<file path="config.mk">
export PLATFORM = sky130hd
export DESIGN_NAME = hrcs_top
export DESIGN_NICKNAME = d
export VERILOG_FILES = /design/src/hrcs_pkg.sv /design/src/hrcs_top.sv
export SDC_FILE = /design/constraint.sdc
export NUM_CORES = 1
export LEC_CHECK = 0
export BUFFER_PORTS_ARGS = -buffer_cell sky130_fd_sc_hd__buf_4
export CAP_MARGIN = 10
export CORE_MARGIN = 10
export CORE_UTILIZATION = 46
export DETAILED_ROUTE_END_ITERATION = 12
export GPL_TIMING_DRIVEN = 0
export HOLD_SLACK_MARGIN = 0.15
export PLACE_DENSITY = 0.74
export SYNTH_ARGS = -nofsm -noshare
export SYNTH_HDL_FRONTEND = slang
export SYNTH_SLANG_ARGS = --single-unit
</file>
<file path="constraint.sdc">
create_clock -name clk -period 2.3 [get_ports clk]
set_input_delay 0.345 -clock clk [delete_from_list [all_inputs] [get_ports clk]]
set_output_delay 0.345 -clock clk [all_outputs]
set_load 0.05 [all_outputs]
</file>
<file path="src/hrcs_pkg.sv">
// package of constants and types for the high-frequency reference clock switch
package hrcs_pkg;

  // ********************************
  // register map
  // ********************************
  localparam logic [7:0] HRCS_OFS_CTRL = 8'h00;
  localparam logic [7:0] HRCS_OFS_STATUS = 8'h04;
  localparam logic [7:0] HRCS_OFS_WUCMP = 8'h08;
  localparam logic [7:0] HRCS_OFS_IRQ_STATUS = 8'h0C;
  localparam logic [7:0] HRCS_OFS_IRQ_MASK = 8'h10;

  // ********************************
  // field positions
  // ********************************
  localparam int HRCS_CTRL_PINSEL_BIT = 0;
  localparam int HRCS_CTRL_INTEN_BIT = 1;
  localparam int HRCS_CTRL_EXTEN_BIT = 2;
  localparam int HRCS_CTRL_SRCSEL_BIT = 3;
  localparam int HRCS_CTRL_SLOW_BIT = 4;
  localparam int HRCS_IRQ_WUDONE_BIT = 0;
  localparam int HRCS_IRQ_CLKRST_BIT = 1;

  // ********************************
  // reset values and timing
  // ********************************
  localparam logic [7:0] HRCS_WUCMP_RESET = 8'h66;
  localparam logic [1:0] HRCS_IRQ_MASK_RESET = 2'h0;
  // old-clock periods before the hand-over gap
  localparam logic [1:0] HRCS_OLD_TICKS = 2'h2;
  // new-clock periods of the gap (2.5 rounded down to whole ticks)
  localparam logic [1:0] HRCS_NEW_TICKS = 2'h2;
  // new-clock periods software must wait before stopping the old oscillator
  localparam logic [1:0] HRCS_HOLD_TICKS = 2'h2;
  localparam logic [1:0] HRCS_RESP_OKAY = 2'h0;
  localparam logic [1:0] HRCS_RESP_SLVERR = 2'h2;

  typedef struct packed {
    logic low_speed_select;
    logic ref_source_select;
    logic ext_osc_enable;
    logic int_osc_enable;
    logic osc_pin_function_select;
  } hrcs_ctrl_t;

  localparam hrcs_ctrl_t HRCS_CTRL_RESET = 5'h02;

  typedef enum {HRCS_IDLE, HRCS_OLD, HRCS_GAP, HRCS_HOLD} hrcs_sw_state_t;

endpackage : hrcs_pkg

</file>
<file path="src/hrcs_top.sv">
// high-frequency reference clock switch with axi4-lite registers
//
// The register offsets and the AXI4-Lite interface to the registers are this design's own decisions.
`timescale 1ns/1ps
module hrcs_top
  import hrcs_pkg::*;
#(
  parameter int WU_BITS = 14,
  parameter int CMP_BITS = 8
)
(
  input wire logic clk,
  input wire logic rstn,
  input wire logic ce,
  input wire logic [7:0] s_axi_awaddr,
  input wire logic s_axi_awvalid,
  output logic s_axi_awready,
  input wire logic [31:0] s_axi_wdata,
  input wire logic [3:0] s_axi_wstrb,
  input wire logic s_axi_wvalid,
  output logic s_axi_wready,
  output logic [1:0] s_axi_bresp,
  output logic s_axi_bvalid,
  input wire logic s_axi_bready,
  input wire logic [7:0] s_axi_araddr,
  input wire logic s_axi_arvalid,
  output logic s_axi_arready,
  output logic [31:0] s_axi_rdata,
  output logic [1:0] s_axi_rresp,
  output logic s_axi_rvalid,
  input wire logic s_axi_rready,
  input wire logic int_osc_tick,
  input wire logic ext_osc_tick,
  output logic hf_reference_clock,
  output logic osc_pin_function_select,
  output logic int_osc_enable,
  output logic ext_osc_enable,
  output logic sysclk_reset,
  output logic warmup_done_interrupt
);

  // ********************************
  // parameter check
  // ********************************
  if (CMP_BITS < 1 || WU_BITS <= CMP_BITS || WU_BITS > 31)
  begin : g_bad_params
    $error("hrcs_top: warm-up widths not supported");
  end

  // ********************************
  // state
  // ********************************
  hrcs_ctrl_t ctrl, next_ctrl;
  hrcs_sw_state_t sw_state, next_sw_state;
  logic cur_src, next_cur_src;
  logic [1:0] sw_cnt, next_sw_cnt;
  logic wu_active, next_wu_active;
  logic wu_src, next_wu_src;
  logic [WU_BITS-1:0] wu_cnt, next_wu_cnt;
  logic [CMP_BITS-1:0] wu_cmp, next_wu_cmp;
  logic [1:0] irq_status, next_irq_status;
  logic [1:0] irq_mask, next_irq_mask;
  logic clk_rst, next_clk_rst;
  logic bvalid, next_bvalid;
  logic [1:0] bresp, next_bresp;
  logic rvalid, next_rvalid;
  logic [31:0] rdata, next_rdata;
  logic [1:0] rresp, next_rresp;

  function automatic logic reg_mapped(input logic [7:0] a);
    reg_mapped = (a == HRCS_OFS_CTRL) || (a == HRCS_OFS_STATUS) || (a == HRCS_OFS_WUCMP) ||
                 (a == HRCS_OFS_IRQ_STATUS) || (a == HRCS_OFS_IRQ_MASK);
  endfunction : reg_mapped

  logic wr_fire;
  logic rd_fire;
  logic old_tick;
  logic new_tick;
  logic wu_tick;
  logic wu_done;
  logic rst_event;
  logic sw_busy;
  hrcs_ctrl_t wr_ctrl;

  // nothing is taken while the clock enable freezes the state
  assign wr_fire = ce && s_axi_awvalid && s_axi_wvalid && !bvalid;
  assign rd_fire = ce && s_axi_arvalid && !rvalid;
  assign s_axi_awready = wr_fire;
  assign s_axi_wready = wr_fire;
  assign s_axi_arready = rd_fire;
  assign s_axi_bvalid = bvalid;
  assign s_axi_bresp = bresp;
  assign s_axi_rvalid = rvalid;
  assign s_axi_rdata = rdata;
  assign s_axi_rresp = rresp;

  assign old_tick = cur_src ? ext_osc_tick : int_osc_tick;
  assign new_tick = cur_src ? int_osc_tick : ext_osc_tick;
  assign wu_tick = wu_src ? ext_osc_tick : int_osc_tick;
  assign wu_done = wu_active && (wu_cnt[WU_BITS-1 -: CMP_BITS] == wu_cmp);
  // change pending, in progress or in its hold-off
  assign sw_busy = (sw_state != HRCS_IDLE) || (ctrl.ref_source_select != cur_src);

  // ********************************
  // control register and clock fault detection
  // ********************************
  always_comb
  begin
    wr_ctrl = ctrl;
    rst_event = 1'b0;
    if (wr_fire && s_axi_awaddr == HRCS_OFS_CTRL && s_axi_wstrb[0])
    begin
      wr_ctrl = hrcs_ctrl_t'(s_axi_wdata[4:0]);
      if (ctrl.low_speed_select)
      begin
        wr_ctrl.ref_source_select = ctrl.ref_source_select;
      end
    end
    if (wr_ctrl.ext_osc_enable && !ctrl.ext_osc_enable && !wr_ctrl.osc_pin_function_select)
    begin
      rst_event = 1'b1;
    end
    if (sw_busy && !wr_ctrl.int_osc_enable)
    begin
      rst_event = 1'b1;
    end
    if (sw_busy && !wr_ctrl.ext_osc_enable)
    begin
      rst_event = 1'b1;
    end
    if ((cur_src && !wr_ctrl.ext_osc_enable) || (!cur_src && !wr_ctrl.int_osc_enable))
    begin
      rst_event = 1'b1;
    end
  end

  // ********************************
  // next-state logic
  // ********************************
  always_comb
  begin
    next_ctrl = wr_ctrl;
    next_sw_state = sw_state;
    next_cur_src = cur_src;
    next_sw_cnt = sw_cnt;
    next_wu_active = wu_active;
    next_wu_src = wu_src;
    next_wu_cnt = wu_cnt;
    next_wu_cmp = wu_cmp;
    next_irq_status = irq_status;
    next_irq_mask = irq_mask;
    next_clk_rst = rst_event;
    next_bvalid = bvalid;
    next_bresp = bresp;
    next_rvalid = rvalid;
    next_rdata = rdata;
    next_rresp = rresp;
    // source switch sequencer
    case (sw_state)
      HRCS_IDLE:
      begin
        if (ctrl.ref_source_select != cur_src)
        begin
          next_sw_state = HRCS_OLD;
          next_sw_cnt = 2'h0;
        end
      end
      HRCS_OLD:
      begin
        if (old_tick)
        begin
          next_sw_cnt = sw_cnt + 2'h1;
          if (sw_cnt + 2'h1 == HRCS_OLD_TICKS)
          begin
            next_sw_state = HRCS_GAP;
            next_sw_cnt = 2'h0;
          end
        end
      end
      HRCS_GAP:
      begin
        if (new_tick)
        begin
          next_sw_cnt = sw_cnt + 2'h1;
          if (sw_cnt + 2'h1 == HRCS_NEW_TICKS)
          begin
            next_sw_state = HRCS_HOLD;
            next_cur_src = ~cur_src;
            next_sw_cnt = 2'h0;
          end
        end
      end
      HRCS_HOLD:
      begin
        if (old_tick)
        begin
          next_sw_cnt = sw_cnt + 2'h1;
          if (sw_cnt + 2'h1 == HRCS_HOLD_TICKS)
          begin
            next_sw_state = HRCS_IDLE;
          end
        end
      end
      default:
      begin
        next_sw_state = HRCS_IDLE;
      end
    endcase
    // warm-up counter, started only on a rising enable
    if (wu_active && !wu_done && wu_tick)
    begin
      next_wu_cnt = wu_cnt + 1'b1;
    end
    if (wu_done)
    begin
      next_wu_active = 1'b0;
      next_irq_status[HRCS_IRQ_WUDONE_BIT] = 1'b1;
    end
    if (wr_ctrl.ext_osc_enable && !ctrl.ext_osc_enable)
    begin
      next_wu_active = 1'b1;
      next_wu_src = 1'b1;
      next_wu_cnt = '0;
    end
    else if (wr_ctrl.int_osc_enable && !ctrl.int_osc_enable)
    begin
      next_wu_active = 1'b1;
      next_wu_src = 1'b0;
      next_wu_cnt = '0;
    end
    // register writes
    if (wr_fire)
    begin
      next_bvalid = 1'b1;
      next_bresp = reg_mapped(s_axi_awaddr) ? HRCS_RESP_OKAY : HRCS_RESP_SLVERR;
      if (s_axi_awaddr == HRCS_OFS_WUCMP && s_axi_wstrb[0])
      begin
        next_wu_cmp = s_axi_wdata[CMP_BITS-1:0];
      end
      if (s_axi_awaddr == HRCS_OFS_IRQ_MASK && s_axi_wstrb[0])
      begin
        next_irq_mask = s_axi_wdata[1:0];
      end
      if (s_axi_awaddr == HRCS_OFS_IRQ_STATUS && s_axi_wstrb[0])
      begin
        // a set in the same cycle wins over the clear
        next_irq_status = next_irq_status & ~s_axi_wdata[1:0];
        if (wu_done)
        begin
          next_irq_status[HRCS_IRQ_WUDONE_BIT] = 1'b1;
        end
      end
    end
    if (bvalid && s_axi_bready)
    begin
      next_bvalid = 1'b0;
    end
    // register reads
    if (rd_fire)
    begin
      next_rvalid = 1'b1;
      next_rresp = reg_mapped(s_axi_araddr) ? HRCS_RESP_OKAY : HRCS_RESP_SLVERR;
      next_rdata = 32'h0000_0000;
      case (s_axi_araddr)
        HRCS_OFS_CTRL: next_rdata[4:0] = ctrl;
        HRCS_OFS_STATUS: next_rdata[3:0] = {clk_rst, wu_active, sw_state != HRCS_IDLE, cur_src};
        HRCS_OFS_WUCMP: next_rdata[CMP_BITS-1:0] = wu_cmp;
        HRCS_OFS_IRQ_STATUS: next_rdata[1:0] = irq_status;
        HRCS_OFS_IRQ_MASK: next_rdata[1:0] = irq_mask;
        default: next_rdata = 32'h0000_0000;
      endcase
    end
    if (rvalid && s_axi_rready)
    begin
      next_rvalid = 1'b0;
    end
    // system clock reset reinitialises the clock control
    if (rst_event)
    begin
      next_ctrl = HRCS_CTRL_RESET;
      next_cur_src = 1'b0;
      next_sw_state = HRCS_IDLE;
      next_sw_cnt = 2'h0;
      next_wu_active = 1'b0;
      next_wu_src = 1'b0;
      next_wu_cnt = '0;
      next_wu_cmp = CMP_BITS'(HRCS_WUCMP_RESET);
      next_irq_status[HRCS_IRQ_CLKRST_BIT] = 1'b1;
    end
  end

  // ********************************
  // registers
  // ********************************
  always_ff @(posedge clk or negedge rstn)
  begin
    if (!rstn)
    begin
      ctrl <= HRCS_CTRL_RESET;
      sw_state <= HRCS_IDLE;
      cur_src <= 1'b0;
      sw_cnt <= 2'h0;
      wu_active <= 1'b0;
      wu_src <= 1'b0;
      wu_cnt <= '0;
      wu_cmp <= CMP_BITS'(HRCS_WUCMP_RESET);
      irq_status <= 2'h0;
      irq_mask <= HRCS_IRQ_MASK_RESET;
      clk_rst <= 1'b0;
      bvalid <= 1'b0;
      bresp <= HRCS_RESP_OKAY;
      rvalid <= 1'b0;
      rdata <= 32'h0000_0000;
      rresp <= HRCS_RESP_OKAY;
    end
    else if (ce)
    begin
      ctrl <= next_ctrl;
      sw_state <= next_sw_state;
      cur_src <= next_cur_src;
      sw_cnt <= next_sw_cnt;
      wu_active <= next_wu_active;
      wu_src <= next_wu_src;
      wu_cnt <= next_wu_cnt;
      wu_cmp <= next_wu_cmp;
      irq_status <= next_irq_status;
      irq_mask <= next_irq_mask;
      clk_rst <= next_clk_rst;
      bvalid <= next_bvalid;
      bresp <= next_bresp;
      rvalid <= next_rvalid;
      rdata <= next_rdata;
      rresp <= next_rresp;
    end
  end

  // ********************************
  // outputs
  // ********************************
  // reference follows the old clock until the gap, is stopped in the gap
  assign hf_reference_clock = (sw_state == HRCS_GAP) ? 1'b0 : old_tick;
  assign osc_pin_function_select = ctrl.osc_pin_function_select;
  assign int_osc_enable = ctrl.int_osc_enable;
  assign ext_osc_enable = ctrl.ext_osc_enable;
  assign sysclk_reset = clk_rst;
  assign warmup_done_interrupt = |(irq_status & irq_mask);

endmodule : hrcs_top

</file>
==> flow_metrics.py <==
metrics = {
    "logic_synthesis": {
        "synth_edf_count": 0,
        "netlist_area_mm2": 0.00314,
        "syn_avg_cell_area_um2": 9.57,
        "yosysTopAreaCell": "dfrtp_1",
        "synth-warning-count": 0,
        "ys.flop_type": "dfrtp_1",
        "synth_top_cell_area_share_pct": 36.7,
        "synthArstFlopShare_pct": 100,
        "synth_seq_area_share_pct": 40.8,
        "synth-seq-cells": 51,
        "synth_cell_type_count": 56,
        "syn_inst": 328,
        "synth.area.top_cells": "dfrtp_1, buf_4, xor2_1",
    },
    "sta": {
        "period_needed_ns": 2.22,
        "fin_skew_ns": 0.00779,
        "worst_slack_ns": 0.0784,
        "max_freq_ghz": 0.450,
        "hold_viol": 0,
        "tightest_slew_ns": 0.687,
        "whs_ns": 0.256,
        "finalSetupViolCount": 0,
        "relSlewSlack_pct": 53.8,
        "finalCritPeriodShare_pct": 96.6,
        "drv_slew": 0,
        "rsz0062_at_grt": "yes",
    },
    "power": {
        "p_leak_nw": 1.97,
        "total_power_mw": 2.74,
        "irDropWorstVdd_v": 0.000273,
        "power_density_mw_per_mm2": 693,
    },
    "clock_network": {
        "cts_buffers": 5,
        "cts_buffer_depth": 2,
        "cts_tree": "done",
        "clk_latency_ns": 0.30,
        "clk_pin_slew_ns": 0.09,
        "cts-htree-levels": 2,
        "clock_sinks": 51,
        "root_buffer": "clkbuf_8",
    },
    "floorplanning": {
        "die_w_um": 103,
        "die-area_mm2": 0.0105,
        "rows": 30,
        "initial_core_util_pct": 46.7,
        "io_pins": 109,
        "fp.dieH_um": 103,
        "core_mm2": 0.00672,
    },
    "hold_path": {
        "min_path_cells": 2,
        "hp-class": "input pin to flop",
        "min-delay-start": "s_axi_wdata[5]",
    },
    "worst_setup_path": {
        "reg2reg_depth": 8,
        "worstReg2RegStart": "s_axi_bvalid",
        "endpoint": "sw_cnt[0]",
        "rrSetupSlack_ns": 0.08,
        "cp.required_ns": 2.54,
        "start_kind": "flop",
        "startpoint": "s_axi_bvalid",
        "crit_path_max_fanout": 5,
        "r2r-end": "sw_cnt[0]",
        "cp-end-kind": "flop",
        "worstPathArrival_ns": 2.46,
        "path_class": "flop to flop",
    },
    "drt": {
        "num_vias": 2629,
        "via_per_inst": 5.21,
        "drc": 0,
        "final_antenna_net_count": 0,
        "wl_um": 7700,
        "first_pass_iters": 4,
        "wl_per_cell_um": 15.3,
        "drtIter0Drc": 208,
    },
    "global_route": {
        "grt_overflow_total": 0,
        "grt_pass1_wl_um": 12200,
        "grt_pass1_vias": 2519,
        "grt_usage_pct": 14.3,
        "antenna_found_initial": 0,
        "grt_max_degree": 52,
    },
    "layout": {
        "fin_cells": 505,
        "fill_cells": 607,
        "nets": 494,
        "drive_gt1_share_pct": 31.8,
        "area_growth_pct": 25.8,
        "diodes": 0,
        "final_util_pct": 58.8,
    },
    "run": {
        "drv_cap": 0,
    },
    "run_status": {
        "status": "finished clean",
    },
    "place": {
        "hpwl_um": 6090,
        "numPortBuffers": 54,
        "placed_cells": 487,
        "pre_cts_ws_ns": -0.311,
        "routabilityCongestion": 0.912,
    },
}
metal layers:
metal	wire length (um)	vias up	GRT usage [%]
li1	-	1301	-
met1	3300	1233	18.5
met2	3580	88	22.6
met3	747	7	4.89
met4	80	0	3.25
met5	0	-	0
stage by stage:
stage / instance area, um2 / TNS [ns]
global route: 3950 / -0.00130
detailed placement: 3740 / -5.64
finish: 3950 / 0
floorplan: 3240 / -0.171
global placement: 3740 / -3.51
CTS: 3890 / 0
state kept, by name, summed over array words and instances (netlist names), 2 cells and up:
| name | cells |
|---|---|
| ctrl | 2 |
| irq_mask | 2 |
| irq_status | 2 |
| s_axi_rdata | 8 |
| sw_cnt | 2 |
| sw_state | 2 |
| wu_cmp | 8 |
| wu_cnt | 14 |
synth_stat cells, types with 5 or more instances:
cell	count
ha_1	8
a21oi_1	10
dfrtp_1	46
nand2_1	34
dfstp_2	5
inv_1	13
nor2_1	30
a22o_1	9
o22a_1	6
nand3_1	8
nand4_1	8
xor2_1	18
mux2_2	5
mux2i_1	6
o21ai_0	18
buf_4	27
cells by family (layout without fill, tap and decap cells):
family	count (synthesis)	count (layout)	synth area share, %
multiplexers	13	13	4.66
flip-flops	51	51	40.8
AO/OA/AOI/OAI	69	69	15.2
XOR/XNOR	19	19	5.30
AND/OR/NAND/NOR	117	117	20.1
other	1	26	0.119
adder cells (fa/ha/maj)	8	8	3.19
buffers and inverters	50	122	10.6
power breakdown:
group	total [mW]	switching, mW	internal, mW
sequential	1.06	0.0830	0.973
clock	0.502	0.293	0.209
combinational	1.18	0.665	0.514
final cells by class:
cell class,instances,area [um2],area share (%)
Inverter,13,48.8,1.24
Sequential cell,51,1280,32.5
Multi-Input combinational cell,252,1670,42.2
Clock buffer,5,68.8,1.74
Clock inverter,3,15.0,0.380
Buffer,37,285,7.22
Tap cell,80,100,2.53
Timing Repair Buffer,64,483,12.2
how the worst min path moves through the flow:
stage | end | slack [ns]
5_1_grt | wu_cmp[6] | 0.25
3_3_place_gp | wu_cnt[13] | 0.41
4_1_cts | wu_cmp[5] | 0.25
2_1_floorplan | ctrl[3] | 0.05
3_5_place_dp | s_axi_rdata[6] | 0.42
6_report | wu_cmp[5] | 0.26
placed cells by master (no fill, tap or decap), types with 6 or more instances in the layout:
cell type	count
a22o_1	9
inv_1	11
o22a_1	6
a21oi_1	9
nor2_1	29
nand2_1	34
dfrtp_1	45
conb_1	26
clkbuf_8	7
o21ai_0	16
xor2_1	18
nand4_1	8
mux2i_1	6
nand3_1	8
buf_4	90
ha_1	7
what timing repair did:
item | CTS | global route
setup endpoints to repair | 31 | 21
pin swaps | 1 | 2
resized for setup | 8 | 5
endpoints found under the hold margin | 46 | 0
setup buffers | 2 | 7
hold buffers | 1 | 0
worst max-delay path: stages (launching register included):
cell and delay [ns]:
dfrtp_2 0.42, and4b_1 0.26, buf_6 0.12, and4_1 0.19
buf_6 0.12, mux2_4 0.30, o21a_1 0.13, or4b_4 0.50
o2bb2ai_2 0.13
(Power assumes the default switching activity.)
